`src/fsrp_pkg.sv`:
```
/*
 * Constants, types and helpers for the flash suspend and resume
 * sequencer, plus the work counter that paces an erase or a program.
 * Assumes a single 100 MHz clock and an active-low asynchronous reset.
 */
// Function
// Parameter word reads 45_18_83_EC at 2Ch
// Bit 31 zero: suspend and resume supported
// Both latency unit fields read 10b (8us)
// Erase suspended within 48us of request
// Host waits 128us from erase resume
// Program suspended within 40us of request
// Host waits 128us from program resume
// No new erase while erase suspended
// No program in the erase-suspended sector
// No read in the erase-suspended sector
// No erase or program while program suspended
// No read in the program-suspended page
// Erase suspend 75h, erase resume 7Ah
// Program suspend 85h, program resume 8Ah
// Parameter bytes are fixed and read-only
// Track suspends, reject prohibited operations
`timescale 1ns/1ns
`default_nettype none

package fsrp_pkg;

    // ========================================================
    // Timing
    localparam int CLK_PERIOD_NS   = 10;
    localparam int ERS_SUSP_MAX_NS = 48000;
    localparam int PRG_SUSP_MAX_NS = 40000;
    localparam int ERS_SUSP_MAX_CYC = ERS_SUSP_MAX_NS / CLK_PERIOD_NS;
    localparam logic [15:0] PRG_SUSP_MAX_CYC =
        16'(PRG_SUSP_MAX_NS / CLK_PERIOD_NS);
    localparam int ERS_WORK_CYC_DEF = 10000;
    localparam int PRG_WORK_CYC_DEF = 3000;

    // ========================================================
    // Register offsets and status bit positions
    localparam logic [11:0] OFF_CMD   = 12'h000;
    localparam logic [11:0] OFF_ADDR  = 12'h004;
    localparam logic [11:0] OFF_STAT  = 12'h008;
    localparam logic [11:0] OFF_PARAM = 12'h02C;
    localparam int ST_ERS_BUSY = 0;
    localparam int ST_ERS_SUSP = 1;
    localparam int ST_PRG_BUSY = 2;
    localparam int ST_PRG_SUSP = 3;
    localparam int ST_REJECT   = 4;
    localparam int ST_RD_OK    = 5;
    localparam logic [31:0] RST_ADDR = 32'h0000_0000;
    localparam logic [7:0]  RST_OP   = 8'h00;

    // ========================================================
    // Suspend parameter word fields, bit 31 down to bit 0
    localparam logic       PW_SUSP_N     = 1'b0;
    localparam logic [1:0] PW_ERS_UNIT   = 2'b10;
    localparam logic [4:0] PW_ERS_LAT    = 5'b00101;
    localparam logic [3:0] PW_ERS_RES    = 4'b0001;
    localparam logic [1:0] PW_PRG_UNIT   = 2'b10;
    localparam logic [4:0] PW_PRG_LAT    = 5'b00100;
    localparam logic [3:0] PW_PRG_RES    = 4'b0001;
    localparam logic       PW_RFU        = 1'b1;
    localparam logic [3:0] PW_ERS_PROHIB = 4'b1110;
    localparam logic [3:0] PW_PRG_PROHIB = 4'b1100;
    localparam logic [31:0] PARAM_WORD = {PW_SUSP_N, PW_ERS_UNIT,
        PW_ERS_LAT, PW_ERS_RES, PW_PRG_UNIT, PW_PRG_LAT, PW_PRG_RES,
        PW_RFU, PW_ERS_PROHIB, PW_PRG_PROHIB};

    // ========================================================
    // Opcodes and region sizes
    localparam logic [7:0] OP_ERS_SUSP  = 8'h75;
    localparam logic [7:0] OP_ERS_RES   = 8'h7A;
    localparam logic [7:0] OP_PRG_SUSP  = 8'h85;
    localparam logic [7:0] OP_PRG_RES   = 8'h8A;
    localparam logic [7:0] OP_ERS_START = 8'hE0;
    localparam logic [7:0] OP_PRG_START = 8'hE1;
    localparam logic [7:0] OP_RD_CHECK  = 8'hE2;
    localparam int SECT_LSB = 18;
    localparam int PAGE_LSB = 9;

    // ========================================================
    // Operation state, Gray along idle-run-suspending-suspended
    typedef enum logic [1:0] {
        S_IDLE    = 2'b00,
        S_RUN     = 2'b01,
        S_SUSPING = 2'b11,
        S_SUSP    = 2'b10
    } fsrp_op_t;

    // True when two addresses fall in the same aligned region
    function automatic logic fsrp_same(input logic [31:0] a,
                                       input logic [31:0] b,
                                       input int          lsb);
        fsrp_same = ((a ^ b) >> lsb) == 32'h0000_0000;
    endfunction : fsrp_same

endpackage : fsrp_pkg

// ============================================================
// Work counter: counts down while run is high, pulses done at end
module fsrp_work_ctr
    import fsrp_pkg::*;
(
    input  wire logic        pclk,
    input  wire logic        presetn,
    input  wire logic        load,
    input  wire logic [23:0] load_val,
    input  wire logic        run,
    output logic             done
);
    typedef struct packed {
        logic [23:0] cnt;
    } fsrp_ctr_t;

    fsrp_ctr_t ctr_q;
    fsrp_ctr_t ctr_d;

    // Next count and completion pulse
    always_comb begin
        ctr_d = ctr_q;
        done  = run && (ctr_q.cnt == 24'h00_0001);
        if (load) begin
            ctr_d.cnt = load_val;
        end else if (run && ctr_q.cnt != 24'h00_0000) begin
            ctr_d.cnt = ctr_q.cnt - 24'h00_0001;
        end
    end

    // State register
    always_ff @(posedge pclk or negedge presetn) begin
        if (!presetn) begin
            ctr_q <= '0;
        end else begin
            ctr_q <= ctr_d;
        end
    end
endmodule : fsrp_work_ctr

`default_nettype wire

```
`src/fsrp_top.sv`:
```
/*
 * Flash suspend and resume sequencer with an APB register slave.
 * Tracks erase and program progress, suspend and resume, and
 * refuses operations that the suspend restrictions forbid.
 * Assumes the APB master on the same 100 MHz clock as pclk.
 */
`timescale 1ns/1ns
`default_nettype none

module fsrp_top
    import fsrp_pkg::*;
#(
    parameter int ERS_SUSP_LAT_CYC = ERS_SUSP_MAX_CYC,
    parameter int ERS_WORK_CYC     = ERS_WORK_CYC_DEF,
    parameter int PRG_WORK_CYC     = PRG_WORK_CYC_DEF
)
(
    input  wire logic        pclk,
    input  wire logic        presetn,
    input  wire logic        psel,
    input  wire logic        penable,
    input  wire logic        pwrite,
    input  wire logic [11:0] paddr,
    input  wire logic [31:0] pwdata,
    output logic [31:0]      prdata,
    output logic             pready,
    output logic             pslverr
);
    typedef struct packed {
        fsrp_op_t    ers;
        fsrp_op_t    prg;
        logic [15:0] lat;
        logic [31:0] addr;
        logic [31:0] ers_addr;
        logic [31:0] prg_addr;
        logic [7:0]  last_op;
        logic        reject;
        logic        rd_ok;
        logic [31:0] prdata;
    } fsrp_state_t;

    fsrp_state_t q;
    fsrp_state_t d;
    logic        ers_load;
    logic        prg_load;
    logic        ers_done;
    logic        prg_done;
    logic        wr;
    logic        cmd_go;
    logic        mapped;
    logic        rej_set;
    logic [7:0]  op;

    // ========================================================
    // Work pacing for the erase and the program
    fsrp_work_ctr u_ers_ctr (
        .pclk     (pclk),
        .presetn  (presetn),
        .load     (ers_load),
        .load_val (24'(ERS_WORK_CYC)),
        .run      (q.ers == S_RUN || q.ers == S_SUSPING),
        .done     (ers_done)
    );

    fsrp_work_ctr u_prg_ctr (
        .pclk     (pclk),
        .presetn  (presetn),
        .load     (prg_load),
        .load_val (24'(PRG_WORK_CYC)),
        .run      (q.prg == S_RUN || q.prg == S_SUSPING),
        .done     (prg_done)
    );

    // ========================================================
    // APB decode, zero wait states
    assign wr      = psel && penable && pwrite;
    assign cmd_go  = wr && (paddr == OFF_CMD);
    assign op      = pwdata[7:0];
    assign mapped  = paddr == OFF_CMD || paddr == OFF_ADDR ||
                     paddr == OFF_STAT || paddr == OFF_PARAM;
    assign pready  = 1'b1;
    assign prdata  = q.prdata;
    // Parameter word refuses writes
    assign pslverr = psel && penable &&
                     (!mapped || (pwrite && paddr == OFF_PARAM));

    // ========================================================
    // Next state: commands, then latency and completion
    always_comb begin
        d        = q;
        ers_load = 1'b0;
        prg_load = 1'b0;
        rej_set  = 1'b0;
        if (wr && paddr == OFF_ADDR) begin
            d.addr = pwdata;
        end
        if (cmd_go) begin
            d.last_op = op;
            case (op)
                OP_ERS_START: begin
                    // No nested erase, none under program suspend
                    if (q.ers == S_IDLE && q.prg == S_IDLE) begin
                        d.ers      = S_RUN;
                        d.ers_addr = q.addr;
                        ers_load   = 1'b1;
                    end else begin
                        rej_set = 1'b1;
                    end
                end
                OP_ERS_SUSP: begin
                    if (q.ers == S_RUN) begin
                        d.ers = S_SUSPING;
                        d.lat = 16'(ERS_SUSP_LAT_CYC - 1);
                    end else begin
                        rej_set = 1'b1;
                    end
                end
                OP_ERS_RES: begin
                    if (q.ers == S_SUSP && q.prg == S_IDLE) begin
                        d.ers = S_RUN;
                    end else begin
                        rej_set = 1'b1;
                    end
                end
                OP_PRG_START: begin
                    // Program only outside the suspended sector
                    if (q.prg == S_IDLE && (q.ers == S_IDLE ||
                        (q.ers == S_SUSP &&
                         !fsrp_same(q.addr, q.ers_addr, SECT_LSB)))) begin
                        d.prg      = S_RUN;
                        d.prg_addr = q.addr;
                        prg_load   = 1'b1;
                    end else begin
                        rej_set = 1'b1;
                    end
                end
                OP_PRG_SUSP: begin
                    if (q.prg == S_RUN) begin
                        d.prg = S_SUSPING;
                        d.lat = PRG_SUSP_MAX_CYC - 16'h0001;
                    end else begin
                        rej_set = 1'b1;
                    end
                end
                OP_PRG_RES: begin
                    if (q.prg == S_SUSP) begin
                        d.prg = S_RUN;
                    end else begin
                        rej_set = 1'b1;
                    end
                end
                OP_RD_CHECK: begin
                    // Reads kept out of suspended sector and page
                    d.rd_ok = (q.ers == S_IDLE || (q.ers == S_SUSP &&
                        !fsrp_same(q.addr, q.ers_addr, SECT_LSB))) &&
                        (q.prg == S_IDLE || (q.prg == S_SUSP &&
                        !fsrp_same(q.addr, q.prg_addr, PAGE_LSB)));
                    rej_set = !d.rd_ok;
                end
                default: begin
                    rej_set = 1'b1;
                end
            endcase
        end
        // Latency countdown into the suspended state
        if (q.ers == S_SUSPING || q.prg == S_SUSPING) begin
            if (q.lat != 16'h0000) begin
                d.lat = q.lat - 16'h0001;
            end else if (q.ers == S_SUSPING) begin
                d.ers = S_SUSP;
            end else begin
                d.prg = S_SUSP;
            end
        end
        // Completion wins over a pending suspend
        if (ers_done) begin
            d.ers = S_IDLE;
        end
        if (prg_done) begin
            d.prg = S_IDLE;
        end
        // Sticky refusal flag, set wins over write-one clear
        d.reject = rej_set || (q.reject && !(wr && paddr == OFF_STAT &&
                                             pwdata[ST_REJECT]));
        // Read data captured in the setup cycle
        if (psel && !penable && !pwrite) begin
            case (paddr)
                OFF_CMD:   d.prdata = {24'h00_0000, q.last_op};
                OFF_ADDR:  d.prdata = q.addr;
                OFF_STAT:  d.prdata = {26'h000_0000, q.rd_ok, q.reject,
                                       q.prg == S_SUSP,
                                       q.prg == S_RUN || q.prg == S_SUSPING,
                                       q.ers == S_SUSP,
                                       q.ers == S_RUN || q.ers == S_SUSPING};
                OFF_PARAM: d.prdata = PARAM_WORD;
                default:   d.prdata = 32'h0000_0000;
            endcase
        end
    end

    // State register
    always_ff @(posedge pclk or negedge presetn) begin
        if (!presetn) begin
            q          <= '0;
            q.ers      <= S_IDLE;
            q.prg      <= S_IDLE;
            q.addr     <= RST_ADDR;
            q.ers_addr <= RST_ADDR;
            q.prg_addr <= RST_ADDR;
            q.last_op  <= RST_OP;
        end else begin
            q <= d;
        end
    end

    // ========================================================
    // Checks
    logic [15:0] ers_wait_q;
    logic [15:0] prg_wait_q;
    logic        param_rd;
    logic        ers_start;
    logic        prg_start;

    assign param_rd  = psel && penable && !pwrite && paddr == OFF_PARAM;
    assign ers_start = cmd_go && op == OP_ERS_START;
    assign prg_start = cmd_go && op == OP_PRG_START;

    // Cycles spent waiting for each suspend to land
    always_ff @(posedge pclk or negedge presetn) begin
        if (!presetn) begin
            ers_wait_q <= 16'h0000;
            prg_wait_q <= 16'h0000;
        end else begin
            ers_wait_q <= (q.ers == S_SUSPING) ? ers_wait_q + 16'h0001
                                               : 16'h0000;
            prg_wait_q <= (q.prg == S_SUSPING) ? prg_wait_q + 16'h0001
                                               : 16'h0000;
        end
    end
endmodule : fsrp_top

`default_nettype wire

```
`config.mk`:
```
export PLATFORM = sky130hd
export DESIGN_NAME = fsrp_top
export DESIGN_NICKNAME = d
export VERILOG_FILES = /design/src/fsrp_pkg.sv /design/src/fsrp_top.sv
export SDC_FILE = /design/constraint.sdc
export NUM_CORES = 1
export LEC_CHECK = 0
export BUFFER_PORTS_ARGS = -buffer_cell sky130_fd_sc_hd__buf_2
export CAP_MARGIN = 20
export CORE_MARGIN = 5
export CORE_UTILIZATION = 50
export CTS_BUF_LIST = sky130_fd_sc_hd__clkbuf_4 sky130_fd_sc_hd__clkbuf_8
export CTS_CLUSTER_DIAMETER = 100
export CTS_CLUSTER_SIZE = 14
export DETAILED_ROUTE_END_ITERATION = 8
export PLACE_DENSITY = 0.65
export RECOVER_POWER = 100
export SETUP_SLACK_MARGIN = 0.4
export SLEW_MARGIN = 10
export SYNTH_ARGS = -nofsm -noshare
export SYNTH_HDL_FRONTEND = slang
export SYNTH_SLANG_ARGS = --single-unit
export TNS_END_PERCENT = 1
```
`constraint.sdc`:
```
create_clock -name pclk -period 6.2 [get_ports pclk]
set_clock_uncertainty 0.15 [all_clocks]
set_input_delay 0.62 -clock pclk [delete_from_list [all_inputs] [get_ports pclk]]
set_output_delay 0.62 -clock pclk [all_outputs]
set_load 0.005 [all_outputs]
```
==> impl_metrics.json, run 1 <==
{
  "max_cap_violations": 2,
  "startpoint_type": "primary input",
  "dieArea_mm2": 0.0206,
  "initial_core_util_pct": 51.3,
  "seq_area_frac_synth_pct": 50.3,
  "finalCriticalPeriod_ns": 4.26,
  "setup-tns-final_ns": 0,
  "area_delta_synth_final_pct": 8.39,
  "synthArstFlopShare_pct": 100,
  "port_buffers": 81,
  "grt_pass1_vias": 6438,
  "clockBufferDepth": 2,
  "synth.distinct_cells": 58,
  "slew_headroom_pct": -83.2,
  "synth-xor-area-share_pct": 6.40,
  "avgRoutedWirePerCell_um": 15.5,
  "comb_power_share_pct": 3.3,
  "die_w_um": 143,
  "synth_adder_area_share_pct": 0.703,
  "drive_gt1_share_pct": 17.3,
  "ys_warn_count": 0,
  "layout.cells.non_filler": 1182,
  "cp.arrival_ns": 4.46,
  "synth_top_area_share_pct": 50.3,
  "power_density_mw_per_mm2": 210,
  "setup_viol": 0,
  "gp_congestion": 0.799,
  "crit_start": "paddr[3]",
  "final_common_cell": "dfrtp_1",
  "cts.sinks": 179,
  "postRouteAntennaNets": 0,
  "numCtsBuffers": 17,
  "synth-simple-area-share_pct": 20.3,
  "cts-root-buf": "clkbuf_8",
  "drtPass1Iterations": 5,
  "clk_latency_ns": 0.47,
  "postCtsSetupBuffers": 0,
  "tightest_slew_ns": 2.75,
  "rsz0062_at_grt": "false",
  "r2r_slack_ns": 2.30,
  "endpoint": "q[68]",
  "cp_data_required_time_ns": 6.39,
  "synth_top_cell_by_area": "dfrtp_1",
  "synth.area.mux_share_pct": 7.99,
  "p_seq_share_pct": 57.6,
  "num_rows": 48,
  "drv_slew": 98,
  "synth_nets": 958,
  "violations": "max-capacitance violations, max-slew violations",
  "dpl.cell_count": 1148,
  "cp_max_fo": 47,
  "max_freq_mhz": 235,
  "synth_compound_area_share_pct": 9.21,
  "power.internal_mw": 1.49,
  "htreeDepth": 4,
  "yosys-top-cells-area": "dfrtp_1, mux2_2, nand2_1",
  "switching_share_pct": 26.3,
  "diodes": 0,
  "route.final.wire_length_mm": 18.3,
  "grt_overflow": 0,
  "crit_type": "in -> reg",
  "hold_violations": 0,
  "timing.rr.end": "q[68]",
  "hp-class": "in -> reg",
  "fillers": 1571,
  "synthCells": 904,
  "endpoint_kind": "flop",
  "reg2reg_from": "q[154]",
  "ys.flop_type": "dfrtp_1",
  "route.detailed.drc": 0,
  "power_leakage_nw": 4.25,
  "p_clk_share_pct": 39.0,
  "ctsResizeCount": 0,
  "nets": 998,
  "syn_area_per_cell_um2": 9.84,
  "antenna_found_initial": 0,
  "ir_drop_v": 0.000132,
  "drt_iter0_markers": 380,
  "synth-seq-cells": 179,
  "vias": 6506,
  "io_pins": 83,
  "gr-usage-all-layers_pct": 18.7,
  "vias_per_cell": 5.50,
  "grt_pass1_wl_mm": 31.5,
  "fp.dieH_um": 143,
  "synth_top_family_by_area": "simple AND/OR/NAND/NOR gates",
  "clkTransAtPathRegs_ns": 0.11,
  "cts_tree": "built",
  "layout_common_cells": "dfrtp_1, nand2_1, buf_2",
  "core_area_mm2": 0.0174,
  "reg2regPathDepth": 4,
  "dpl.hpwl_mm": 12.6,
  "post-route-period-util_pct": 68.7,
  "grt_max_degree": 81,
  "p_switching_mw": 0.533,
  "status": "finished with violations",
  "syn-cell-area_mm2": 0.00890,
  "synth_edf_count": 0
}
==> registers in the layout (all words and copies together), names as in the netlist <==
register,cells
u_prg_ctr.ctr_q,24
prdata,32
u_ers_ctr.ctr_q,24
q,99
==> cells by family after synthesis <==
logic type | Yosys count
AO/OA/AOI/OAI | 132
XOR/XNOR | 65
adder cells (fa/ha/maj) | 5
buffers and inverters | 86
flip-flops | 179
multiplexers | 64
other | 1
AND/OR/NAND/NOR | 372
==> how the worst min path moves through the flow <==
stage,from,endpoint,slack (ns),cells past startpoint
6_report,pwdata[17],q[123],0.22,2
3_5_place_dp,prdata[12],prdata[12],0.30,2
4_1_cts,pwdata[17],q[123],0.19,2
2_1_floorplan,presetn,prdata[0],0.17,0
5_1_grt,pwdata[11],q[117],0.20,2
3_3_place_gp,prdata[17],prdata[17],0.30,2
==> cell type report <==
class | count | area (µm²) | share of cell area (%)
clock buffers | 17 | 234 | 2.43
clock inverters | 15 | 159 | 1.65
inverters | 16 | 60.1 | 0.623
multi-input cells | 639 | 3960 | 41.1
flip-flops and latches | 179 | 4480 | 46.4
well taps | 225 | 282 | 2.92
repair buffers | 91 | 470 | 4.88
==> cell usage after synthesis (all sizes together), types with 6 or more instances <==
cell	instances
and3	8
nor2	57
clkbuf	32
inv	16
nor4	17
a21oi	35
o31ai	6
mux2	56
dfrtp	179
or4	13
nand2	153
nand3	37
or3	20
xor2	13
buf	38
mux2i	8
and2	7
nor3	18
nand4	15
a22o	6
xnor2	52
o21ai	42
==> per-layer routing <==
layer  part of all wire, %  track usage [%]  vias to the layer above
li1                      -                -                     3221
met1                    49             27.0                     3141
met2                    46             29.1                      121
met3                   4.3             2.93                       23
met4                   1.3             5.70                        0
met5                     0                0                        -
==> repair_timing <==
action | in CTS | in global routing
endpoints found under the setup margin | 0 | 0
hold buffers | 1 | 0
hold endpoints to repair | 47 | 0
==> critical path: stages <==
cell and delay [ns]:
clkbuf_1 0.20, or2_0 0.34, and4b_1 0.36, nand2_1 0.30, nor4_1 0.36, clkbuf_1 1.78
mux2_2 0.47
==> power by group through the flow <==
| stage | Combinational, mW | Clock [mW] | Sequential, mW |
|---|---|---|---|
| after detailed placement | 0.0679 | 0 | 1.19 |
| after global routing | 0.0772 | 0.867 | 1.17 |
| final | 0.0672 | 0.790 | 1.17 |
| after CTS | 0.0685 | 0.818 | 1.17 |
| after floorplan | 0.0192 | 0 | 1.19 |
| after global placement | 0.0676 | 0 | 1.19 |
==> through the flow <==
stage	worst slack (ns)	power (mW)	hold WS, ns	area [µm²]	utilization, %
after global placement	2.60	1.26	0.296	9270	53.4
after detailed placement	2.54	1.26	0.301	9270	53.4
final	1.94	2.03	0.222	9650	55.6
after CTS	2.80	2.05	0.188	9670	55.7
after floorplan	3.05	1.21	0.174	8900	-
after global routing	1.34	2.11	0.197	9650	55.6
Note: power is estimated with default switching activity, not from simulation.
==> inputs of run 2 (changes only) <==
--- a/config.mk
+++ b/config.mk
@@ -13,7 +13,7 @@
 export CTS_CLUSTER_DIAMETER = 100
 export CTS_CLUSTER_SIZE = 14
 export DETAILED_ROUTE_END_ITERATION = 8
-export PLACE_DENSITY = 0.65
+export PLACE_DENSITY = 0.68
 export RECOVER_POWER = 100
 export SETUP_SLACK_MARGIN = 0.4
 export SLEW_MARGIN = 10
==> constraint.sdc (replaced) <==
create_clock -name pclk -period 3.4 [get_ports pclk]
set_clock_uncertainty 0.15 [all_clocks]
set_input_delay 0.34 -clock pclk [delete_from_list [all_inputs] [get_ports pclk]]
set_output_delay 0.34 -clock pclk [all_outputs]
set_load 0.005 [all_outputs]
==> run 2 against run 1 <==
Net effect: the flow still finishes with violations (max-capacitance violations, max-slew violations); final cell count rose by 3.6%; combinational power is 120% higher; worst hold slack worse by 0.19 ns; clock-buffer cell count rose by 1; register-to-register slack got worse by 2.0 ns; first-iteration DRC count increased by 37%; non-clock buffer count up 45; setup slack got worse by 1.6 ns; critical path type is now reg -> reg; critical endpoint is now q[148].
==> impl_metrics.json, run 2 (synthesis results as in run 1) <==
{
  "postRouteAntennaNets": 0,
  "antenna_found_initial": 0,
  "route.final.wire_length_mm": 18.7,
  "gp_congestion": 0.837,
  "cp_data_required_time_ns": 3.59,
  "switching_share_pct": 24.1,
  "hold_ws_ns": 0.0287,
  "grt_overflow": 0,
  "gr-usage-all-layers_pct": 19.2,
  "numCtsBuffers": 17,
  "port_buffers": 81,
  "p_switching_mw": 0.887,
  "cts.sinks": 179,
  "dpl.hpwl_mm": 12.5,
  "comb_power_share_pct": 4.1,
  "regMostFlops": "q",
  "core_area_mm2": 0.0174,
  "cts-root-buf": "clkbuf_8",
  "crit_chain": "or4_1 > or4b_1 > o31a_1 > or4_4 > and3_1 > or3_1",
  "final_common_cell": "dfrtp_1",
  "hold_violations": 0,
  "setup_slack_ns": 0.299,
  "dp_worst_setup_slack_ns": 0.372,
  "p_seq_share_pct": 57.8,
  "cpLargestDelayFamily": "simple AND/OR/NAND/NOR gates",
  "htreeDepth": 4,
  "route.detailed.drc": 0,
  "hp-class": "in -> reg",
  "clk_latency_ns": 0.46,
  "grt_max_degree": 74,
  "fp.dieH_um": 143,
  "setup-tns-final_ns": 0,
  "drt_iter0_markers": 520,
  "drtPass1Iterations": 5,
  "rsz0062_at_grt": "true",
  "diodes": 0,
  "violations": "max-capacitance violations, max-slew violations",
  "cts_tree": "built",
  "drive_gt1_share_pct": 18.0,
  "critPathBufInv": 0,
  "die_w_um": 143,
  "power_density_mw_per_mm2": 367,
  "tightest_slew_ns": 1.86,
  "setup_viol": 0,
  "largest_register_ffs": 99,
  "nets": 1043,
  "power.internal_mw": 2.80,
  "drv_slew": 73,
  "max_freq_mhz": 322,
  "post-route-period-util_pct": 91.2,
  "max_cap_violations": 1,
  "cp.arrival_ns": 3.29,
  "finalCriticalPeriod_ns": 3.10,
  "num_rows": 48,
  "power_leakage_nw": 4.44,
  "status": "finished with violations",
  "avgRoutedWirePerCell_um": 15.3,
  "ir_drop_v": 0.000296,
  "vias_per_cell": 5.43,
  "cpMaxStageDelayCell": "or4b_1",
  "endpoint_kind": "flop",
  "io_pins": 83,
  "slew_headroom_pct": -24.3,
  "startpoint_type": "flop",
  "grt_pass1_wl_mm": 32.1,
  "area_delta_synth_final_pct": 12.9,
  "crit_type": "reg -> reg",
  "p_clk_share_pct": 38.2,
  "critPathMaxStageDelay_ns": 0.60,
  "clkTransAtPathRegs_ns": 0.09,
  "grt_pass1_vias": 6534,
  "layout_common_cells": "dfrtp_1, nand2_1, buf_2",
  "dieArea_mm2": 0.0206,
  "vias": 6647,
  "clockBufferDepth": 2,
  "cp_max_fo": 5,
  "initial_core_util_pct": 51.3
}
[run 2: path summary, 6_finish.rpt]
path                            startpoint                 end  slack (ns)  depth (start not counted)
worst max-delay path                q[146]              q[148]        0.30                          6
worst min-delay path             pwdata[0]               q[34]        0.03                          3
worst max register to register      q[146]              q[148]        0.30                          6
worst min register to register  prdata[11]          prdata[11]        0.32                          2
max in group asynchronous          presetn              q[146]        0.99                          3
min in group asynchronous          presetn  u_ers_ctr.ctr_q[9]        0.77                          2
[run 2: what timing repair did]
action,CTS,global route
resized for setup,1,1
setup endpoints to repair,5,7
endpoints found under the hold margin,105,0
setup buffers,0,2
hold buffers,32,0
pin swaps,0,3
[run 2: worst register-to-register path, stage by stage, from the launching register on]
cell,delay [ns]
dfrtp_2,0.42
or4_1,0.59
or4b_1,0.60
o31a_1,0.34
or4_4,0.44
and3_1,0.15
or3_1,0.30
[run 2: stage by stage]
stage	instances	instance area [µm²]	utilization (%)	power, mW
3_5_place_dp	1161	9410	54.2	2.30
6_report	1225	10000	57.9	3.68
2_1_floorplan	904	8900	-	2.21
5_1_grt	1225	10000	57.9	3.85
3_3_place_gp	1161	9410	54.2	2.30
4_1_cts	1223	10100	58.2	3.74
[run 2: power groups by stage]
stage | Clock [mW] | Combinational (mW) | Sequential (mW)
2_1_floorplan | 0 | 0.0350 | 2.17
6_report | 1.41 | 0.150 | 2.13
3_3_place_gp | 0 | 0.125 | 2.17
3_5_place_dp | 0 | 0.126 | 2.17
4_1_cts | 1.45 | 0.155 | 2.13
5_1_grt | 1.55 | 0.171 | 2.13
[run 2: metal layers]
layer  share of wire, %  routed length, µm  GRT usage (%)
met3                4.2                788           3.53
met4               0.54                101           5.05
met5                  0                  0              0
met1                 48               8950           26.5
met2                 47               8900           31.4
[run 2: cell type report]
type / count / area, µm²
sequential: 179 / 4480
inverter: 16 / 60.1
fill: 1519 / 7310
tap: 225 / 282
clock inverter: 12 / 126
timing repair buffer: 136 / 882
clock buffer: 18 / 248
multi-input combinational: 639 / 3970
